File: src/rtl/ssw_pkg.sv
/*
  Constants, types and timing counts of the supply supervisor with watchdog.
  Assumes a 25 MHz system clock; all times convert to cycles of that clock.
*/
//
// Functional notes
// - Any supply below its trip level asserts reset, in either output polarity.
// - After all supplies recover, reset stays asserted for the full timeout period.
// - When the timeout expires with no source active, reset deasserts.
// - Manual reset low asserts reset, then holds it 140ms after release.
// - Switch bounce on manual reset yields one clean reset sequence.
// - Unconnected manual reset input reads as inactive high.
// - Internal watchdog driver is low 87.5% of its period, high the rest.
// - Unconnected watchdog input gets cleared by the internal driver every 1.4s.
// - Floating or tri-stated watchdog input disables watchdog resets.
// - A low-high-low pulse on the watchdog input restarts the watchdog timer.
// - Short undervoltage dips up to 55us do not assert reset.
// - Open-drain output only pulls low and otherwise releases the line.
// - Adjustable sense input acts as a monitored supply on those variants.
// - An unserviced watchdog issues a reset with the normal timeout sequence.

package ssw_pkg;

  // ***************************************************
  // Clock and timing
  // ***************************************************
  localparam longint CLK_PERIOD_NS = 40;
  localparam longint RESET_TIMEOUT_US = 140000;   // Least time
  localparam longint WD_TIMEOUT_US = 1500000;     // Longest time
  localparam longint DRV_PERIOD_US = 1400000;     // Internal driver period
  localparam longint GLITCH_NS = 55000;           // Dip that must be ignored
  localparam longint MR_MIN_NS = 1000;            // Least manual reset pulse

  localparam int CNT_W = 26;
  localparam int FLT_W = 11;
  localparam int MR_W = 5;

  localparam longint RESET_TIMEOUT_CYC = (RESET_TIMEOUT_US * 1000 + CLK_PERIOD_NS - 1)
                                         / CLK_PERIOD_NS;
  localparam longint WD_TIMEOUT_CYC = (WD_TIMEOUT_US * 1000) / CLK_PERIOD_NS;
  localparam longint DRV_PERIOD_CYC = (DRV_PERIOD_US * 1000) / CLK_PERIOD_NS;
  localparam logic [FLT_W-1:0] GLITCH_CYC = FLT_W'(GLITCH_NS / CLK_PERIOD_NS);
  localparam logic [MR_W-1:0] MR_MIN_CYC = MR_W'((MR_MIN_NS + CLK_PERIOD_NS - 1)
                                                  / CLK_PERIOD_NS);
  // High part of the driver starts after seven eighths of its period
  localparam logic [CNT_W-1:0] DRV_HIGH_NUM = 26'h0000007;
  localparam logic [CNT_W-1:0] DRV_HIGH_DEN = 26'h0000008;

  // ***************************************************
  // Types
  // ***************************************************
  localparam int NUM_SUPPLY = 3;

  typedef struct packed {
    logic adjustable;   // Sense input below its trip level
    logic secondary;    // Below secondary_trip_level
    logic primary;      // Below primary_trip_level
  } ssw_supply_type;

  typedef enum logic [1:0] {
    RST_ACTIVE = 2'b00,
    RST_STRETCH = 2'b01,
    RST_RELEASED = 2'b10
  } ssw_rst_state_type;

endpackage

File: src/rtl/ssw_supervisor.sv
/*
  Reset generator of the supply supervisor: undervoltage filters, manual reset
  debounce, watchdog with internal strobe driver, and the reset timeout.
  Assumes all inputs are synchronous to sys_clk; comparators are digital flags.
*/
`timescale 1ns/1ps
`default_nettype none

module ssw_supervisor #(
  parameter logic [ssw_pkg::CNT_W-1:0] RESET_TIMEOUT_CYC =
    ssw_pkg::CNT_W'(ssw_pkg::RESET_TIMEOUT_CYC),
  parameter logic [ssw_pkg::CNT_W-1:0] WD_TIMEOUT_CYC =
    ssw_pkg::CNT_W'(ssw_pkg::WD_TIMEOUT_CYC),
  parameter logic [ssw_pkg::CNT_W-1:0] DRV_PERIOD_CYC =
    ssw_pkg::CNT_W'(ssw_pkg::DRV_PERIOD_CYC)
) (
  // Clock, reset, enable
  input wire logic sys_clk,
  input wire logic reset_n,
  input wire logic ce,
  // Supply indications, high means below trip level
  input wire ssw_pkg::ssw_supply_type supply_under,
  input wire logic adjustable_enable,
  // Manual reset pin
  input wire logic manual_reset_in_low,
  input wire logic manual_reset_float,
  // Watchdog pin
  input wire logic watchdog_strobe_in,
  input wire logic watchdog_strobe_float,
  output logic watchdog_drive_out,
  // Reset outputs
  output logic reset_out_n,
  output logic reset_out_alt_polarity,
  output logic reset_od_out,
  output logic reset_od_oe_n
);

  // ***************************************************
  // Undervoltage persistence filters
  // ***************************************************
  localparam int NS = ssw_pkg::NUM_SUPPLY;
  logic [NS-1:0] uv_raw;
  logic [NS-1:0] uv_filt;
  logic [NS-1:0] next_uv_filt;
  logic [ssw_pkg::FLT_W-1:0] uv_cnt [NS];
  logic [ssw_pkg::FLT_W-1:0] next_uv_cnt [NS];

  // Adjustable input only counts on variants that have it
  assign uv_raw = {supply_under.adjustable & adjustable_enable,
                   supply_under.secondary, supply_under.primary};

  // A flag must stay set past the glitch window before it trips
  genvar gi;
  generate
    for (gi = 0; gi < NS; gi++) begin : g_uv
      always_comb begin
        next_uv_cnt[gi] = uv_cnt[gi];
        next_uv_filt[gi] = uv_filt[gi];
        if (!uv_raw[gi]) begin
          next_uv_cnt[gi] = '0;
          next_uv_filt[gi] = 1'b0;
        end else if (uv_cnt[gi] == ssw_pkg::GLITCH_CYC) begin
          next_uv_filt[gi] = 1'b1;
        end else begin
          next_uv_cnt[gi] = uv_cnt[gi] + 1'b1;
        end
      end

      always_ff @(posedge sys_clk) begin
        if (!reset_n) begin
          uv_cnt[gi] <= '0;
          uv_filt[gi] <= 1'b0;
        end else if (ce) begin
          uv_cnt[gi] <= next_uv_cnt[gi];
          uv_filt[gi] <= next_uv_filt[gi];
        end
      end

    end
  endgenerate

  // ***************************************************
  // Manual reset debounce
  // ***************************************************
  logic mr_level;
  logic mr_low;
  logic next_mr_low;
  logic [ssw_pkg::MR_W-1:0] mr_cnt;
  logic [ssw_pkg::MR_W-1:0] next_mr_cnt;

  // The pull-up makes an open pin read high
  assign mr_level = manual_reset_float | manual_reset_in_low;

  // Level changes only after a steady run, so bounce gives one sequence
  always_comb begin
    next_mr_cnt = '0;
    next_mr_low = mr_low;
    if (mr_level == mr_low) begin
      if (mr_cnt == ssw_pkg::MR_MIN_CYC - 1'b1) begin
        next_mr_low = ~mr_low;
      end else begin
        next_mr_cnt = mr_cnt + 1'b1;
      end
    end
  end

  always_ff @(posedge sys_clk) begin
    if (!reset_n) begin
      mr_cnt <= '0;
      mr_low <= 1'b0;
    end else if (ce) begin
      mr_cnt <= next_mr_cnt;
      mr_low <= next_mr_low;
    end
  end

  // ***************************************************
  // Internal watchdog strobe driver
  // ***************************************************
  logic [ssw_pkg::CNT_W-1:0] drv_cnt;
  logic [ssw_pkg::CNT_W-1:0] next_drv_cnt;
  logic [ssw_pkg::CNT_W-1:0] drv_high_start;
  logic next_drive;

  assign drv_high_start = ssw_pkg::CNT_W'((64'(DRV_PERIOD_CYC) * 64'(ssw_pkg::DRV_HIGH_NUM))
                                          / 64'(ssw_pkg::DRV_HIGH_DEN));

  // Free-running counter; low for seven eighths, high for the rest
  always_comb begin
    next_drv_cnt = drv_cnt + 1'b1;
    if (drv_cnt == DRV_PERIOD_CYC - 1'b1) begin
      next_drv_cnt = '0;
    end
    next_drive = (next_drv_cnt >= drv_high_start);
  end

  always_ff @(posedge sys_clk) begin
    if (!reset_n) begin
      drv_cnt <= '0;
      watchdog_drive_out <= 1'b0;
    end else if (ce) begin
      drv_cnt <= next_drv_cnt;
      watchdog_drive_out <= next_drive;
    end
  end

  // ***************************************************
  // Watchdog timer
  // ***************************************************
  logic wdi_level;
  logic wdi_prev;
  logic wd_kick;
  logic wd_expire;
  logic next_wd_expire;
  logic reset_asserted;
  logic [ssw_pkg::CNT_W-1:0] wd_cnt;
  logic [ssw_pkg::CNT_W-1:0] next_wd_cnt;

  // A floating pin follows the internal driver, which always services it
  assign wdi_level = watchdog_strobe_float ? watchdog_drive_out
                                           : watchdog_strobe_in;
  // Falling edge closes a low-high-low pulse
  assign wd_kick = wdi_prev & ~wdi_level;

  always_comb begin
    next_wd_cnt = wd_cnt + 1'b1;
    next_wd_expire = 1'b0;
    if (reset_asserted || wd_kick) begin
      next_wd_cnt = '0;
    end else if (wd_cnt == WD_TIMEOUT_CYC - 1'b1) begin
      next_wd_cnt = '0;
      next_wd_expire = 1'b1;
    end
  end

  always_ff @(posedge sys_clk) begin
    if (!reset_n) begin
      wd_cnt <= '0;
      wd_expire <= 1'b0;
      wdi_prev <= 1'b0;
    end else if (ce) begin
      wd_cnt <= next_wd_cnt;
      wd_expire <= next_wd_expire;
      wdi_prev <= wdi_level;
    end
  end

  // ***************************************************
  // Reset timeout state machine
  // ***************************************************
  ssw_pkg::ssw_rst_state_type state;
  ssw_pkg::ssw_rst_state_type next_state;
  logic [ssw_pkg::CNT_W-1:0] rst_cnt;
  logic [ssw_pkg::CNT_W-1:0] next_rst_cnt;
  logic src_active;

  assign src_active = (|uv_filt) | mr_low | wd_expire;

  // Any source restarts the stretch; release only after a full quiet run
  always_comb begin
    next_state = state;
    next_rst_cnt = '0;
    unique case (state)
      ssw_pkg::RST_ACTIVE: begin
        if (!src_active) begin
          next_state = ssw_pkg::RST_STRETCH;
        end
      end
      ssw_pkg::RST_STRETCH: begin
        if (src_active) begin
          next_state = ssw_pkg::RST_ACTIVE;
        end else if (rst_cnt == RESET_TIMEOUT_CYC - 1'b1) begin
          next_state = ssw_pkg::RST_RELEASED;
        end else begin
          next_rst_cnt = rst_cnt + 1'b1;
        end
      end
      ssw_pkg::RST_RELEASED: begin
        if (src_active) begin
          next_state = ssw_pkg::RST_ACTIVE;
        end
      end
      default: begin
        next_state = ssw_pkg::RST_ACTIVE;
      end
    endcase
  end

  always_ff @(posedge sys_clk) begin
    if (!reset_n) begin
      state <= ssw_pkg::RST_ACTIVE;
      rst_cnt <= '0;
    end else if (ce) begin
      state <= next_state;
      rst_cnt <= next_rst_cnt;
    end
  end

  // Output drivers of the three variants
  assign reset_asserted = (state != ssw_pkg::RST_RELEASED);
  assign reset_out_n = ~reset_asserted;
  assign reset_out_alt_polarity = reset_asserted;
  assign reset_od_out = 1'b0;
  assign reset_od_oe_n = ~reset_asserted;
endmodule

`default_nettype wire

File: config.mk
export PLATFORM = sky130hd
export DESIGN_NAME = ssw_supervisor
export DESIGN_NICKNAME = d
export VERILOG_FILES = /design/src/rtl/ssw_pkg.sv /design/src/rtl/ssw_supervisor.sv
export SDC_FILE = /design/constraint.sdc
export NUM_CORES = 1
export LEC_CHECK = 0
export ABC_AREA = 0
export ABC_CLOCK_PERIOD_IN_PS = 3350
export BUFFER_PORTS_ARGS = -buffer_cell sky130_fd_sc_hd__buf_2
export CORE_UTILIZATION = 63
export CTS_CLUSTER_SIZE = 12
export DETAILED_ROUTE_END_ITERATION = 12
export HOLD_SLACK_MARGIN = 0.12
export PLACE_DENSITY = 0.8
export SETUP_SLACK_MARGIN = 0.02
export SYNTH_ARGS = -nofsm -noshare
export SYNTH_HDL_FRONTEND = slang
export SYNTH_SLANG_ARGS = --single-unit
File: constraint.sdc
create_clock -name sys_clk -period 3.35 [get_ports sys_clk]
set_input_delay 0.1675 -clock sys_clk [delete_from_list [all_inputs] [get_ports sys_clk]]
set_output_delay 0.1675 -clock sys_clk [all_outputs]
set_load 0.1 [all_outputs]
==> results.ini <==
[run_status]
status=finished, final reports clean

[cells_and_area]
drive_gt1_share_pct=8.34
antenna_cells=0
area_delta_synth_final_pct=9.82
final_common_cell=dfxtp_1
fin_nets=833
mostFrequentLayoutCells=dfxtp_1, nor2_1, nand2_1

[synth]
synth_async_sr_flop_share_pct=0
synth_edf_count=33
yosysWarnings=0
synth_nets=830
synth-seq-cells=125
yosysUniqueCellTypes=67
yosysTopAreaCell=dfxtp_1
ys.flop_type=dfxtp_1
synth_seq_area_share_pct=41.2
netlist_area_sq_um=6870
avgSynthCellArea_sq_um=8.47
syn_inst=811
synth.area.top_cells=dfxtp_1, edfxtp_1, xor2_1, nand2_1, nor2_1
yosysTopAreaCellShare_pct=26.8

[power]
p_comb_share_pct=4.3
intPower_mw=2.63
clkPwrFrac_pct=49.0
cellPowerDensity_nw_per_um2=457
peakVddDrop_uv=395
switching_share_pct=23.9
p_leak_nw=2.64
sequentialPowerShare_pct=46.6
p_sw_mw=0.822

[clock_tree]
cts_buffers=17
clk_latency_ns=0.54
clkSinkCount=125
clock_path_buffers=2
ctsHtreeMaxLevel=4
cts_tree=yes
cts_setup_buffers=0
clkTransAtPathRegs_ns=0.06
cts-root-buf=clkbuf_8

[timing]
post-route-period-util_pct=82.9
fin_crit_ns=2.78
rsz0062_at_grt=false
slew_violations=0
clock.fmax_mhz=360
setup_viol=0
tightest_slew_ns=1.19
hold_viol_final=0
fin_skew_ns=0.00914
hold_ws_ns=0.146
relSlewSlack_pct=20.6
tns_ns=0

[setup_path]
cp-start-kind=flop
crit_arrival_ns=3.23
cp-end-kind=flop
cp.required_ns=3.80
cp_max_fo=7
crit_type=flop to flop

[drt]
drcViolationCount=0
wl_per_cell_um=15.2
ant_nets=0
drt_iter0_markers=395
finalWirelength_um=14700
dr_total_vias=5835
drt_pass1_iterations=5
vias_per_cell=6.06

[die]
coreArea_sq_um=10500
dieHeight_um=106
num_rows=37
dieArea_sq_um=11300
start_util_pct=65.7
die_width_um=106
ios=16

[placed_design]
dp_hpwl_um=9760
place.gp.congestion=0.884
portBuffers=14

[global_route]
grt_pass1_wl_um=25200
grt_pass1_vias=5509
antenna_found_initial=0
grt_max_degree=53
gr-usage-all-layers_pct=27.9
grt-ovfl-total=0

[min_path]
holdCritPathClass=primary input to flop

[run]
cap_violations=0

==> flip-flops by register name (all words and copies together) (netlist names) <==
register / count
wd_expire: 1
rst_cnt: 26
mr_cnt: 5
uv_filt: 3
drv_cnt: 26
wdi_prev: 1
uv_cnt: 33
watchdog_drive_out: 1
wd_cnt: 26
state: 2
mr_low: 1
==> synthesized netlist by cell type, types with 3 or more instances <==
cell type,instances
dfxtp_1,92
nand2_1,90
nor2_1,90
o21ai_0,64
nand3_1,52
xor2_1,47
edfxtp_1,33
xnor2_1,30
nand4_1,28
and3_1,24
a21oi_1,23
clkbuf_1,23
nor3_1,16
nor4_1,16
and2_1,15
inv_1,15
o31ai_1,15
a31oi_1,10
buf_4,9
ha_1,8
nor2b_1,8
or3_1,8
a21boi_0,7
buf_6,7
nand2b_1,7
and4_1,6
nand3b_1,4
nor4bb_1,4
o21ai_1,4
buf_1,3
buf_2,3
or4_1,3
==> worst paths after layout <==
check	start	endpoint	slack, ns	cells past startpoint
min	manual_reset_in_low	mr_cnt[1]$_SDFFE_PN0P_	0.15	5
min reg2reg	uv_filt[0]$_SDFFE_PN0P_	uv_filt[0]$_SDFFE_PN0P_	0.48	2
max	drv_cnt[0]$_SDFFE_PN0P_	watchdog_drive_out$_SDFFE_PN0P_	0.57	8
max reg2reg	drv_cnt[0]$_SDFFE_PN0P_	watchdog_drive_out$_SDFFE_PN0P_	0.57	8
==> cells by family (layout without fill, tap and decap cells) <==
kind of cell    after synthesis  in the layout  synth area share (%)
buf+inv                      62             78                  4.88
other cells                   1              1                0.0546
compound gates              142            142                  12.4
mux                           2              2                 0.310
fa+ha+maj                     8              8                  1.46
simple gates                394            394                  29.9
xor+xnor                     77             77                  9.82
flops                       125            125                  41.2
==> routing by layer <==
layer	up-vias	global-route usage, %	routed length, um
met4	0	11.7	251
met5	-	0	0
li1	2903	-	-
met3	25	6.62	690
met1	2777	34.5	6640
met2	130	46.6	7070
==> power by group through the flow <==
stage	logic (mW)	clock network (mW)	registers (mW)
after floorplan	0.108	0	1.63
after global placement	0.135	0	1.64
after detailed placement	0.139	0	1.64
after global routing	0.164	1.77	1.61
final	0.149	1.69	1.61
after CTS	0.149	1.71	1.61
==> critical path, stage by stage (launching register included) <==
cell and delay (ns):
dfxtp_1 0.40, ha_1 0.29, nand4_4 0.17, or4_4 0.61, or4_4 0.55, xor2_1 0.17
nor3_2 0.21, nand3_1 0.13, o31ai_2 0.18
==> repair_timing <==
item | in CTS | in global routing
hold endpoints to repair | 8 | 0
hold buffers | 10 | 0
gates resized for setup | 0 | 0
==> cell type report <==
cell class | count | area (sq um)
repair buffers | 31 | 223
flip-flops and latches | 125 | 2830
inverters | 15 | 56.3
clock inverters | 11 | 82.6
clock buffers | 21 | 470
well taps | 136 | 170
multi-input cells | 624 | 3710
fillers | 829 | 2920
==> per-stage QoR <==
step                cell area [sq um]  setup slack, ns  power (mW)  util [%]  std cells
detailed placement               6890            0.634        1.78      65.9        921
finish                           7540            0.572        3.45      72.1        963
global placement                 6890            0.700        1.77      65.9        921
floorplan                        6870            0.819        1.74         -        811
global route                     7540            0.433        3.54      72.1        963
CTS                              7540            0.583        3.47      72.1        963
Note: power is estimated with default switching activity, not from simulation.
